--- src/verilog/alarm_logic_pkg.sv ---
// Constants, field layouts and types shared by the alarm logic module, its alarm gate and the bench.
// Assumes a 100 MHz aclk and 16-bit signed measured values from the measurement engine.
package alarm_logic_pkg;

    localparam int unsigned CLK_HZ = 100_000_000;
    localparam int unsigned CYCLES_PER_MS = CLK_HZ / 1000;
    localparam int unsigned PASS_NOMINAL_MS = 20;
    localparam int unsigned PASS_MAX_MS = 25;
    localparam int unsigned PASS_MAX_CYCLES = PASS_MAX_MS * CYCLES_PER_MS;
    localparam logic [15:0] PASS_STEP_MS = 16'h0014;

    localparam logic [7:0] ADDR_CTRL = 8'h00;
    localparam logic [7:0] ADDR_STATUS = 8'h04;
    localparam logic [7:0] ADDR_LIM_ON = 8'h10;
    localparam logic [7:0] ADDR_LIM_OFF = 8'h20;
    localparam logic [7:0] ADDR_GATE1 = 8'h30;
    localparam logic [7:0] ADDR_GATE2 = 8'h40;
    localparam logic [7:0] ADDR_DELAY = 8'h50;
    localparam logic [7:0] ADDR_OUTCFG = 8'h60;
    localparam logic [7:0] ADDR_HOURS = 8'h70;
    localparam logic [7:0] ADDR_TOP = 8'h80;

    localparam int unsigned CTRL_ENABLE_BIT = 0;
    localparam int unsigned CTRL_ARST_BIT = 1;
    localparam int unsigned OUT_INV_BIT = 0;
    localparam int unsigned OUT_LATCH_BIT = 1;

    localparam logic [31:0] CTRL_MASK = 32'h0000_0001;
    localparam logic [31:0] LIM_MASK = 32'h0000_ffff;
    localparam logic [31:0] GATE_MASK = 32'h0fff_fff7;
    localparam logic [31:0] DELAY_MASK = 32'hffff_ffff;
    localparam logic [31:0] OUTCFG_MASK = 32'h0000_0003;

    localparam logic [31:0] CTRL_RESET = 32'h0000_0001;
    localparam logic [31:0] GATE_RESET = 32'h0000_0001;

    localparam logic [2:0] GATE_AND = 3'h0;
    localparam logic [2:0] GATE_OR = 3'h1;
    localparam logic [2:0] GATE_XOR = 3'h2;
    localparam logic [2:0] GATE_NAND = 3'h4;
    localparam logic [2:0] GATE_NOR = 3'h5;
    localparam logic [2:0] GATE_XNOR = 3'h6;
    localparam logic [3:0] FIRST_LEVEL_USED = 4'h7;

    localparam logic [4:0] SRC_LIM = 5'h00;
    localparam logic [4:0] SRC_Y = 5'h04;
    localparam logic [4:0] SRC_Z = 5'h08;
    localparam logic [4:0] SRC_D = 5'h0c;
    localparam logic [4:0] SRC_A = 5'h10;
    localparam logic [4:0] SRC_DIN = 5'h14;

    localparam logic [1:0] RESP_OKAY = 2'h0;
    localparam logic [1:0] RESP_DECERR = 2'h3;

    typedef enum logic [2:0] {ST_IDLE, ST_Y, ST_Z, ST_D, ST_A} stage_t;

    typedef struct packed {
        logic [3:0] rsv_hi;
        logic [4:0] sel3;
        logic [4:0] sel2;
        logic [4:0] sel1;
        logic [4:0] sel0;
        logic [3:0] used;
        logic rsv_lo;
        logic [2:0] kind;
    } gate_cfg_t;

    typedef struct packed {
        logic [15:0] off_ms;
        logic [15:0] on_ms;
    } delay_cfg_t;

    typedef struct packed {
        logic [3:0] a;
        logic [3:0] d;
        logic [3:0] z;
        logic [3:0] y;
    } logic_state_t;

endpackage

--- src/verilog/alarm_gate.sv ---
// One configurable logic gate with up to four conditions and a used mask.
// Assumes kind and used are stable while the caller samples the result.
`timescale 1ns/100ps
module alarm_gate
    import alarm_logic_pkg::*;
(
    input wire logic [2:0] kind,
    input wire logic [3:0] used,
    input wire logic [3:0] cond,
    output logic result
);
    wire [3:0] active = cond & used;
    wire all_true = &(cond | ~used);
    wire any_true = |active;
    wire one_true = (active != 4'h0) && ((active & (active - 4'h1)) == 4'h0);
    wire all_equal = all_true || !any_true;

    always_comb begin
        unique case (kind)
            GATE_AND: result = all_true;
            GATE_NAND: result = !all_true;
            GATE_OR: result = any_true;
            GATE_NOR: result = !any_true;
            GATE_XOR: result = one_true;
            GATE_XNOR: result = all_equal;
            default: result = 1'b0;
        endcase
    end
endmodule

--- src/verilog/limit_hysteresis.sv ---
// One limit comparator with separate ON and OFF thresholds.
// Assumes sample is a one-cycle pulse at the start of each evaluation pass.
`timescale 1ns/100ps
module limit_hysteresis (
    input wire logic aclk,
    input wire logic aresetn,
    input wire logic sample,
    input wire logic signed [15:0] value,
    input wire logic signed [15:0] on_thr,
    input wire logic signed [15:0] off_thr,
    output logic state_reg
);
    // Equal thresholds fall into the upper-limit branch
    wire upper = on_thr >= off_thr;
    wire set_cond = upper ? (value > on_thr) : (value < on_thr);
    wire clr_cond = upper ? (value < off_thr) : (value > off_thr);

    always_ff @(posedge aclk) begin
        if (!aresetn) begin
            state_reg <= 1'b0;
        end else if (sample) begin
            state_reg <= set_cond || (state_reg && !clr_cond);
        end
    end

    a_upper_set: assert property (@(posedge aclk) disable iff (!aresetn)
        sample && (on_thr >= off_thr) && (value > on_thr) |=> state_reg)
        else $error("upper limit did not set");
    a_lower_set: assert property (@(posedge aclk) disable iff (!aresetn)
        sample && (on_thr < off_thr) && (value < on_thr) |=> state_reg)
        else $error("lower limit did not set");
    a_band_hold: assert property (@(posedge aclk) disable iff (!aresetn)
        sample && (value <= (on_thr > off_thr ? on_thr : off_thr))
        && (value >= (on_thr < off_thr ? on_thr : off_thr)) |=> $stable(state_reg))
        else $error("limit state changed inside hysteresis band");
endmodule

--- src/verilog/alarm_logic_module.sv ---
// Alarm logic module: limit comparators, two gate levels, delays and follow-up outputs.
// Assumes an AXI4-Lite master on aclk and measured values synchronous to aclk.
`timescale 1ns/100ps
module alarm_logic_module
    import alarm_logic_pkg::*;
#(
    parameter int unsigned PASS_MAX_CYCLES_P = PASS_MAX_CYCLES,
    parameter int unsigned MS_CYCLES_P = CYCLES_PER_MS
) (
    input wire logic aclk,
    input wire logic aresetn,
    input wire logic [7:0] awaddr,
    input wire logic awvalid,
    output logic awready,
    input wire logic [31:0] wdata,
    input wire logic [3:0] wstrb,
    input wire logic wvalid,
    output logic wready,
    output logic [1:0] bresp,
    output logic bvalid,
    input wire logic bready,
    input wire logic [7:0] araddr,
    input wire logic arvalid,
    output logic arready,
    output logic [31:0] rdata,
    output logic [1:0] rresp,
    output logic rvalid,
    input wire logic rready,
    input wire logic [3:0][15:0] measured_value,
    input wire logic cycle_sync,
    input wire logic [3:0] digital_in,
    input wire logic alarm_reset_in,
    output logic [3:0] final_logic_out,
    output logic [3:0] follow_action
);
    localparam logic [1:0] LAST_IDX = 2'h3;

    function automatic logic [31:0] wr_mask(input logic [7:0] a);
        if (a == ADDR_CTRL) return CTRL_MASK;
        if (a >= ADDR_LIM_ON && a < ADDR_GATE1) return LIM_MASK;
        if (a >= ADDR_GATE1 && a < ADDR_DELAY) return GATE_MASK;
        if (a >= ADDR_DELAY && a < ADDR_OUTCFG) return DELAY_MASK;
        if (a >= ADDR_OUTCFG && a < ADDR_HOURS) return OUTCFG_MASK;
        return 32'h0000_0000;
    endfunction

    function automatic logic [31:0] reg_reset(input logic [7:0] a);
        if (a == ADDR_CTRL) return CTRL_RESET;
        if (a >= ADDR_GATE1 && a < ADDR_DELAY) return GATE_RESET;
        return 32'h0000_0000;
    endfunction

    logic [31:0] regs_q [0:31];
    logic awready_reg, wready_reg, bvalid_reg, arready_reg, rvalid_reg;
    logic [1:0] bresp_reg, rresp_reg;
    logic [31:0] rdata_reg;
    logic aw_full, w_full;
    logic [7:0] aw_addr_q;
    logic [31:0] w_data_q;
    logic [3:0] w_strb_q;
    logic sw_reset_pulse;
    logic [4:0] sync1, sync2, sync3, pin_stable;
    logic arst_prev, reset_pend, reset_take;
    logic [31:0] wd_cnt, ms_cnt;
    logic ms_tick, sync_pend;
    logic [7:0] pass_cnt;
    stage_t stage_reg;
    logic [1:0] idx_reg;
    logic [3:0] lim_state, y_reg, z_reg, d_reg, a_reg, follow_reg;
    logic_state_t prev_q;
    logic [15:0] elapsed_reg [0:3];
    logic [31:0] hour_cnt [0:3];
    gate_cfg_t gcfg;
    delay_cfg_t dcfg;
    logic gate_out;

    // Register bus
    wire aw_hs = awvalid && awready_reg;
    wire w_hs = wvalid && wready_reg;
    wire ar_hs = arvalid && arready_reg;
    wire do_write = aw_full && w_full && !bvalid_reg;
    wire [7:0] wr_word = {aw_addr_q[7:2], 2'b00};
    wire wr_mapped = aw_addr_q < ADDR_TOP;
    wire [31:0] strb_bits = {{8{w_strb_q[3]}}, {8{w_strb_q[2]}}, {8{w_strb_q[1]}}, {8{w_strb_q[0]}}};
    wire [31:0] wr_bits = strb_bits & wr_mask(wr_word);
    wire [4:0] wr_idx = aw_addr_q[6:2];
    wire [7:0] rd_word = {araddr[7:2], 2'b00};
    wire [31:0] status_word = {pass_cnt, follow_reg, a_reg, d_reg, z_reg, y_reg, lim_state};
    wire [31:0] rd_data = (araddr >= ADDR_TOP) ? 32'h0000_0000 :
                          (rd_word == ADDR_STATUS) ? status_word :
                          (rd_word >= ADDR_HOURS) ? hour_cnt[araddr[3:2]] : regs_q[araddr[6:2]];
    wire enable = regs_q[ADDR_CTRL[6:2]][CTRL_ENABLE_BIT];

    always_ff @(posedge aclk) begin
        if (!aresetn) begin
            awready_reg <= 1'b1;
            wready_reg <= 1'b1;
            aw_full <= 1'b0;
            w_full <= 1'b0;
            bvalid_reg <= 1'b0;
            bresp_reg <= RESP_OKAY;
        end else begin
            if (aw_hs) begin
                aw_addr_q <= awaddr;
                aw_full <= 1'b1;
                awready_reg <= 1'b0;
            end
            if (w_hs) begin
                w_data_q <= wdata;
                w_strb_q <= wstrb;
                w_full <= 1'b1;
                wready_reg <= 1'b0;
            end
            if (do_write) begin
                aw_full <= 1'b0;
                w_full <= 1'b0;
                bvalid_reg <= 1'b1;
                bresp_reg <= wr_mapped ? RESP_OKAY : RESP_DECERR;
            end
            if (bvalid_reg && bready) begin
                bvalid_reg <= 1'b0;
                awready_reg <= 1'b1;
                wready_reg <= 1'b1;
            end
        end
    end

    always_ff @(posedge aclk) begin
        if (!aresetn) begin
            for (int i = 0; i < 32; i++) begin
                regs_q[i] <= reg_reset(8'(i * 4));
            end
        end else if (do_write && wr_mapped) begin
            regs_q[wr_idx] <= (regs_q[wr_idx] & ~wr_bits) | (w_data_q & wr_bits);
        end
    end

    // Alarm reset command is a pulse and never stored
    always_ff @(posedge aclk) begin
        if (!aresetn) begin
            sw_reset_pulse <= 1'b0;
        end else begin
            sw_reset_pulse <= do_write && (wr_word == ADDR_CTRL) && w_strb_q[0] && w_data_q[CTRL_ARST_BIT];
        end
    end

    always_ff @(posedge aclk) begin
        if (!aresetn) begin
            arready_reg <= 1'b1;
            rvalid_reg <= 1'b0;
            rdata_reg <= 32'h0000_0000;
            rresp_reg <= RESP_OKAY;
        end else if (ar_hs) begin
            arready_reg <= 1'b0;
            rvalid_reg <= 1'b1;
            rdata_reg <= rd_data;
            rresp_reg <= (araddr >= ADDR_TOP) ? RESP_DECERR : RESP_OKAY;
        end else if (rvalid_reg && rready) begin
            rvalid_reg <= 1'b0;
            arready_reg <= 1'b1;
        end
    end

    // Pin inputs: three stages, a level counts once stages two and three agree
    always_ff @(posedge aclk) begin
        if (!aresetn) begin
            sync1 <= 5'h00;
            sync2 <= 5'h00;
            sync3 <= 5'h00;
            pin_stable <= 5'h00;
            arst_prev <= 1'b0;
        end else begin
            sync1 <= {alarm_reset_in, digital_in};
            sync2 <= sync1;
            sync3 <= sync2;
            pin_stable <= (sync2 & sync3) | (pin_stable & (sync2 | sync3));
            arst_prev <= pin_stable[4];
        end
    end

    // Pass scheduling: power-cycle pulse, or watchdog when the pulse is late
    wire wd_due = wd_cnt >= 32'(PASS_MAX_CYCLES_P - 1);
    wire start_pass = enable && (stage_reg == ST_IDLE) && (sync_pend || wd_due);

    always_ff @(posedge aclk) begin
        if (!aresetn) begin
            wd_cnt <= 32'h0000_0000;
            sync_pend <= 1'b0;
            pass_cnt <= 8'h00;
        end else begin
            sync_pend <= cycle_sync || (sync_pend && !start_pass);
            wd_cnt <= start_pass ? 32'h0000_0000 : (wd_due ? wd_cnt : wd_cnt + 32'h0000_0001);
            pass_cnt <= start_pass ? pass_cnt + 8'h01 : pass_cnt;
        end
    end

    always_ff @(posedge aclk) begin
        if (!aresetn) begin
            ms_cnt <= 32'h0000_0000;
            ms_tick <= 1'b0;
        end else begin
            ms_tick <= ms_cnt == 32'(MS_CYCLES_P - 1);
            ms_cnt <= (ms_cnt == 32'(MS_CYCLES_P - 1)) ? 32'h0000_0000 : ms_cnt + 32'h0000_0001;
        end
    end

    genvar gi;
    generate
        for (gi = 0; gi < 4; gi++) begin : g_limit
            limit_hysteresis u_limit (
                .aclk(aclk),
                .aresetn(aresetn),
                .sample(start_pass),
                .value(measured_value[gi]),
                .on_thr(regs_q[ADDR_LIM_ON[6:2] + gi][15:0]),
                .off_thr(regs_q[ADDR_LIM_OFF[6:2] + gi][15:0]),
                .state_reg(lim_state[gi])
            );
            always_ff @(posedge aclk) begin
                if (!aresetn) begin
                    hour_cnt[gi] <= 32'h0000_0000;
                end else if (ms_tick && lim_state[gi]) begin
                    hour_cnt[gi] <= hour_cnt[gi] + 32'h0000_0001;
                end
            end
        end
    endgenerate

    // Gate input selection; live first-level values only during the first level
    wire [3:0] y_src = (stage_reg == ST_Y) ? y_reg : prev_q.y;
    wire [31:0] src_vec = {8'h00, pin_stable[3:0], prev_q.a, prev_q.d, prev_q.z, y_src, lim_state};
    assign gcfg = (stage_reg == ST_Z) ? regs_q[ADDR_GATE2[6:2] + idx_reg] : regs_q[ADDR_GATE1[6:2] + idx_reg];
    wire [3:0] gate_used = (stage_reg == ST_Y) ? (gcfg.used & FIRST_LEVEL_USED) : gcfg.used;
    wire [3:0] gate_cond = {src_vec[gcfg.sel3], src_vec[gcfg.sel2], src_vec[gcfg.sel1], src_vec[gcfg.sel0]};

    alarm_gate u_gate (
        .kind(gcfg.kind),
        .used(gate_used),
        .cond(gate_cond),
        .result(gate_out)
    );

    assign dcfg = regs_q[ADDR_DELAY[6:2] + idx_reg];
    wire [31:0] out_cfg = regs_q[ADDR_OUTCFG[6:2] + idx_reg];
    wire [16:0] elapsed_sum = {1'b0, elapsed_reg[idx_reg]} + {1'b0, PASS_STEP_MS};
    wire [15:0] elapsed_sat = elapsed_sum[16] ? 16'hffff : elapsed_sum[15:0];
    // First differing pass counts zero, so a delay rounds up to whole passes
    wire delay_due = elapsed_reg[idx_reg] >= (z_reg[idx_reg] ? dcfg.on_ms : dcfg.off_ms);
    wire a_new = d_reg[idx_reg] || (out_cfg[OUT_LATCH_BIT] && a_reg[idx_reg] && !reset_take);
    wire pass_end = (stage_reg == ST_A) && (idx_reg == LAST_IDX);
    wire d_end = (stage_reg == ST_D) && (idx_reg == LAST_IDX);

    // Handed over as the delay stage ends, so no output of a pass misses a request
    always_ff @(posedge aclk) begin
        if (!aresetn) begin
            reset_pend <= 1'b0;
            reset_take <= 1'b0;
        end else begin
            reset_pend <= sw_reset_pulse || (pin_stable[4] && !arst_prev) || (reset_pend && !d_end);
            reset_take <= (reset_pend && d_end) || (reset_take && !pass_end);
        end
    end

    always_ff @(posedge aclk) begin
        if (!aresetn) begin
            stage_reg <= ST_IDLE;
            idx_reg <= 2'h0;
            {y_reg, z_reg, d_reg, a_reg, follow_reg} <= 20'h00000;
            prev_q <= '0;
            for (int i = 0; i < 4; i++) begin
                elapsed_reg[i] <= 16'h0000;
            end
        end else begin
            idx_reg <= (stage_reg == ST_IDLE) ? 2'h0 : 2'(idx_reg + 2'h1);
            unique case (stage_reg)
                ST_IDLE: begin
                    if (start_pass) begin
                        prev_q <= '{a: a_reg, d: d_reg, z: z_reg, y: y_reg};
                        stage_reg <= ST_Y;
                    end
                end
                ST_Y: begin
                    y_reg[idx_reg] <= gate_out;
                    if (idx_reg == LAST_IDX) stage_reg <= ST_Z;
                end
                ST_Z: begin
                    z_reg[idx_reg] <= gate_out;
                    if (idx_reg == LAST_IDX) stage_reg <= ST_D;
                end
                ST_D: begin
                    if (z_reg[idx_reg] == d_reg[idx_reg]) begin
                        elapsed_reg[idx_reg] <= 16'h0000;
                    end else if (delay_due) begin
                        d_reg[idx_reg] <= z_reg[idx_reg];
                        elapsed_reg[idx_reg] <= 16'h0000;
                    end else begin
                        elapsed_reg[idx_reg] <= elapsed_sat;
                    end
                    if (idx_reg == LAST_IDX) stage_reg <= ST_A;
                end
                ST_A: begin
                    a_reg[idx_reg] <= a_new;
                    follow_reg[idx_reg] <= a_new ^ out_cfg[OUT_INV_BIT];
                    if (idx_reg == LAST_IDX) stage_reg <= ST_IDLE;
                end
            endcase
        end
    end

    assign awready = awready_reg;
    assign wready = wready_reg;
    assign bvalid = bvalid_reg;
    assign bresp = bresp_reg;
    assign arready = arready_reg;
    assign rvalid = rvalid_reg;
    assign rdata = rdata_reg;
    assign rresp = rresp_reg;
    assign final_logic_out = a_reg;
    assign follow_action = follow_reg;

    a_and_gate: assert property (@(posedge aclk) disable iff (!aresetn)
        (gcfg.kind == GATE_AND) && ((~gate_cond & gate_used) != 4'h0) |-> !gate_out)
        else $error("AND gate true with a used input low");
    a_xor_gate: assert property (@(posedge aclk) disable iff (!aresetn)
        (gcfg.kind == GATE_XOR) |-> gate_out == ($countones(gate_cond & gate_used) == 1))
        else $error("XOR gate not exactly-one");
    a_xnor_gate: assert property (@(posedge aclk) disable iff (!aresetn)
        (gcfg.kind == GATE_XNOR) && ((gate_cond & gate_used) == 4'h0) |-> gate_out)
        else $error("XNOR gate false with all used inputs low");
    a_unused_neutral: assert property (@(posedge aclk) disable iff (!aresetn)
        (gcfg.kind == GATE_NOR) && ((gate_cond & gate_used) == 4'h0) |-> gate_out)
        else $error("unused input changed gate result");
    a_first_three: assert property (@(posedge aclk) disable iff (!aresetn)
        (stage_reg == ST_Y) |-> !gate_used[3])
        else $error("first-level gate uses a fourth input");
    a_stage_order: assert property (@(posedge aclk) disable iff (!aresetn)
        start_pass |=> (stage_reg == ST_Y) ##4 (stage_reg == ST_Z) ##4 (stage_reg == ST_D)
        ##4 (stage_reg == ST_A) ##4 (stage_reg == ST_IDLE))
        else $error("evaluation stages out of order");
    a_pass_interval: assert property (@(posedge aclk) disable iff (!aresetn)
        enable && (stage_reg == ST_IDLE) && (wd_cnt == 32'(PASS_MAX_CYCLES_P - 1)) |=> (stage_reg == ST_Y))
        else $error("pass interval exceeded");
    a_prev_snapshot: assert property (@(posedge aclk) disable iff (!aresetn)
        start_pass |=> (prev_q.z == $past(z_reg)) && (prev_q.a == $past(a_reg)))
        else $error("previous-pass snapshot wrong");
    a_same_pass_y: assert property (@(posedge aclk) disable iff (!aresetn)
        (stage_reg == ST_Y) && (idx_reg == 2'h1) && (gcfg.sel0 == SRC_Y) |-> gate_cond[0] == y_reg[0])
        else $error("first level did not see same-pass output");
    a_zero_delay: assert property (@(posedge aclk) disable iff (!aresetn)
        (stage_reg == ST_D) && z_reg[idx_reg] && !d_reg[idx_reg] && (dcfg.on_ms == 16'h0000)
        |=> d_reg[$past(idx_reg)])
        else $error("zero switch-in delay not immediate");
    a_latch_hold: assert property (@(posedge aclk) disable iff (!aresetn)
        (stage_reg == ST_A) && out_cfg[OUT_LATCH_BIT] && a_reg[idx_reg] && !reset_take
        |=> a_reg[$past(idx_reg)])
        else $error("latched output dropped without reset");
    a_hours_stop: assert property (@(posedge aclk) disable iff (!aresetn)
        !lim_state[0] |=> $stable(hour_cnt[0]))
        else $error("hour counter ran with limit low");
endmodule

--- config.mk ---
export PLATFORM = sky130hd
export DESIGN_NAME = alarm_logic_module
export DESIGN_NICKNAME = d
export VERILOG_FILES = /design/src/verilog/alarm_logic_pkg.sv /design/src/verilog/alarm_gate.sv /design/src/verilog/limit_hysteresis.sv /design/src/verilog/alarm_logic_module.sv
export SDC_FILE = /design/constraint.sdc
export NUM_CORES = 2
export LEC_CHECK = 0
export BUFFER_PORTS_ARGS = -buffer_cell sky130_fd_sc_hd__buf_2
export CAP_MARGIN = 20
export CORE_ASPECT_RATIO = 0.7
export CORE_MARGIN = 2
export CORE_UTILIZATION = 30
export CTS_BUF_LIST = sky130_fd_sc_hd__clkbuf_8 sky130_fd_sc_hd__clkbuf_16
export DETAILED_ROUTE_END_ITERATION = 8
export PLACE_DENSITY_LB_ADDON = 0.3
export SYNTH_ARGS = -nofsm -noshare
export SYNTH_HDL_FRONTEND = slang
export SYNTH_SLANG_ARGS = --single-unit
--- constraint.sdc ---
create_clock -name aclk -period 7.6 [get_ports aclk]
set_input_delay 0.76 -clock aclk [delete_from_list [all_inputs] [get_ports aclk]]
set_output_delay 0.76 -clock aclk [all_outputs]
set_load 0.03 [all_outputs]
==> impl_metrics.py <==
metrics = {
    "critical_path": {
        "path_max_fanout": 31,
        "slowest_stage": "dfxtp_4",
        "startpoint_type": "register",
        "cp.depth": 15,
        "path_buf_inv": 1,
        "path_class": "register to register",
        "crit_required_ps": 8240,
        "cp_common_cell": "a21o_1",
        "cp_top_family": "compound AO/OA/AOI/OAI gates",
        "cp.arrival_ps": 6160,
        "cp-end-kind": "register",
        "crit_path_cell_trace": "buf_4 -> mux4_2 -> mux2i_1 -> ha_1 -> a21o_1 -> a21o_1 -> a21o_1 -> a21o_1 -> a21o_1 -> a21o_1 -> a21oi_1 -> o2111a_1 -> o211a_1 -> o311ai_0 -> nor2_1",
        "reg2reg_depth": 15,
        "max_stage_delay_ps": 840,
    },
    "yosys": {
        "synthDistinctLibCells": 82,
        "synth_edf_count": 1258,
        "syn_avg_cell_area_um2": 13.0,
        "syn_area_um2": 80300,
        "synthCells": 6175,
        "ys_async_sr_fraction_pct": 0,
        "ys.flop_type": "edfxtp_1",
        "synth_fp_nets": 6524,
        "synth-seq-area-share_pct": 51.7,
        "ys_ff_latch": 1447,
        "synth-warning-count": 0,
    },
    "run": {
        "cap_violations": 0,
    },
    "pwr": {
        "vdd_drop_max_uv": 163,
        "p_total_uw": 19500,
        "leakagePower_uw": 0.0316,
        "cellPowerDensity_nw_per_um2": 216,
    },
    "placement": {
        "placed_cell_area_um2": 85500,
        "finalWeightedCongestion": 0.893,
        "place_hpwl_um": 194000,
        "io_buffers": 173,
        "placed_cells": 9526,
    },
    "route": {
        "first_pass_iters": 6,
        "viasPerCell": 5.81,
        "remaining_drc_errors": 0,
        "wl_per_cell_um": 31.5,
        "wirelength_um": 309000,
        "final_antenna_net_count": 0,
        "drt_iter0_drc": 8519,
        "vias": 57000,
    },
    "cts": {
        "holdBufCountCts": 0,
        "cts_root_buf": "clkbuf_16",
        "tritoncts": "built",
        "postCtsSetupBuffers": 0,
        "cts_repair_resize_count": 0,
        "cts_buffers": 165,
        "clock_sinks": 1447,
        "worstSkewPairLatency_ps": 870,
        "htreeDepth": 4,
        "clockBufferDepth": 4,
        "path_clk_slew_ps": 60,
    },
    "status": {
        "status": "completed",
    },
    "final_layout": {
        "syn2layout_area_growth_pct": 12.7,
        "final_area_um2": 90600,
        "final_cells": 9816,
        "nNetsFinal": 6523,
        "layout-drive-gt1-share_pct": 23.2,
        "largest_reg_flops": 1024,
    },
    "die": {
        "core_um2": 265000,
        "design.die.area_um2": 272000,
        "die_w_um": 622,
        "row_count": 158,
        "die_y_um": 437,
        "start_util_pct": 30.3,
        "io_pins": 178,
    },
    "sta": {
        "hold_viol": 0,
        "slew_viol_final": 0,
        "tightest_slew_ps": 1210,
        "timing.fmax_ghz": 0.181,
        "min_period_over_period_pct": 72.6,
        "rsz0062_at_grt": "no",
        "totalNegativeSetupSlack_ps": 0,
        "fin_worst_skew_ps": 56.9,
        "fin_crit_ps": 5520,
        "max_slew_margin_pct": 19.3,
        "setup_viol": 0,
    },
    "global_route": {
        "grt_pass1_vias": 55400,
        "grt_pass1_wl_um": 431000,
        "grt_max_degree": 118,
        "grt_overflow_total": 0,
        "track_usage_pct": 22.3,
        "antenna_found_initial": 13,
    },
    "min_path": {
        "whs_path_depth": 1,
        "hp-class": "primary input to register",
    },
}
==> cell type report <==
type	instances	area [um^2]
diodes	3	7.51
repair buffers	307	2070
multi-input cells	4057	36700
clock inverters	106	664
flip-flops and latches	1447	41600
well taps	3520	4400
fillers	25600	175000
clock buffers	180	4390
inverters	196	737
==> Yosys cell counts (10+ instances only) <==
cell type	count	area, um^2
mux4_2	778	17500
nand3_1	127	636
nor2_1	1371	5150
nand2b_1	18	113
a211oi_1	10	75.1
edfxtp_1	1258	37800
ha_1	220	2750
and3_1	54	338
o21ai_1	38	190
mux2_2	13	146
clkbuf_1	370	1390
nor3_1	38	190
o211ai_1	13	97.6
nor3b_1	11	82.6
and4_1	13	114
buf_1	67	251
a31oi_1	16	100
nand4_1	59	369
inv_1	194	728
nand2_1	365	1370
nor4_1	12	75.1
dfxtp_1	189	3780
a21o_1	25	188
a22oi_1	35	263
xor2_1	121	1060
buf_2	26	130
or3_1	26	163
mux2i_1	153	1530
o21ai_0	137	686
nor2b_1	50	313
xnor2_1	49	429
and2_1	22	138
o22ai_1	11	68.8
a21oi_1	119	596
o21a_1	59	443
==> routing by layer <==
layer	vias up	global-route usage [%]	wire, um
li1	23200	-	-
met1	29400	30.6	124000
met2	3621	32.6	132000
met3	680	6.22	36500
met4	24	10.2	16300
met5	-	0.211	249
==> cells in the final DEF (no fill, tap or decap), types with 24 or more instances in the layout <==
cell type / synthesis / final
xnor2_1: 49 / 49
ha_1: 220 / 220
edfxtp_1: 1258 / 1258
dfxtp_1: 189 / 182
a22oi_1: 35 / 35
nor2_1: 1371 / 1370
clkinv_2: 0 / 25
nand2_1: 365 / 301
xor2_1: 121 / 121
and3_1: 54 / 53
o21a_1: 59 / 59
o21ai_0: 137 / 137
or3_1: 26 / 26
nor3_1: 38 / 37
nand3_1: 127 / 127
nor2b_1: 50 / 50
a21oi_1: 119 / 105
nand4_1: 59 / 59
buf_2: 26 / 168
nand2_2: 0 / 26
mux4_2: 778 / 778
buf_4: 6 / 122
a21o_1: 25 / 25
mux2i_1: 153 / 153
clkinv_1: 0 / 24
nand2_4: 0 / 38
clkbuf_16: 0 / 170
inv_1: 194 / 236
==> through the flow <==
stage / setup slack, ps / hold WS, ps / util (%)
floorplan: 2310 / 412 / -
global placement: 2090 / 425 / 32.2
detailed placement: 2120 / 422 / 32.2
CTS: 2090 / 34.3 / 34.1
global route: 1750 / 49.1 / 34.1
finish: 2080 / 75.0 / 34.1
==> path summary, 6_finish.rpt <==
| check | from | to | slack, ps |
|---|---|---|---|
| setup / recovery | idx_reg[0]$_SDFF_PP0_ | elapsed_reg[2][14]$_SDFFCE_PN0P_ | 2080 |
| hold / removal | wdata[2] | w_data_q[2]$_DFFE_PP_ | 80 |
| setup reg to reg | idx_reg[0]$_SDFF_PP0_ | elapsed_reg[2][14]$_SDFFCE_PN0P_ | 2080 |
| hold reg to reg | sync1[3]$_SDFF_PN0_ | sync2[3]$_SDFF_PN0_ | 440 |
==> logic make-up (layout without fill, tap and decap cells) <==
kind of cell	after synthesis	after routing	share of synthesized area, %
compound gates	522	522	4.06
xor+xnor	170	170	1.85
fa+ha+maj	220	220	3.43
buf+inv	671	789	3.26
flops	1447	1447	51.7
mux	953	953	24.1
other cells	0	3	0
simple gates	2192	2192	11.5
==> where the power goes <==
group / switching, uW / leakage, uW / internal [uW] / total, uW
Clock: 3450 / 0.00266 / 4340 / 7790
Combinational: 1640 / 0.0146 / 973 / 2610
Sequential: 255 / 0.0143 / 8890 / 9140
Total: 5340 / 0.0316 / 14200 / 19500
(Power assumes the default switching activity.)
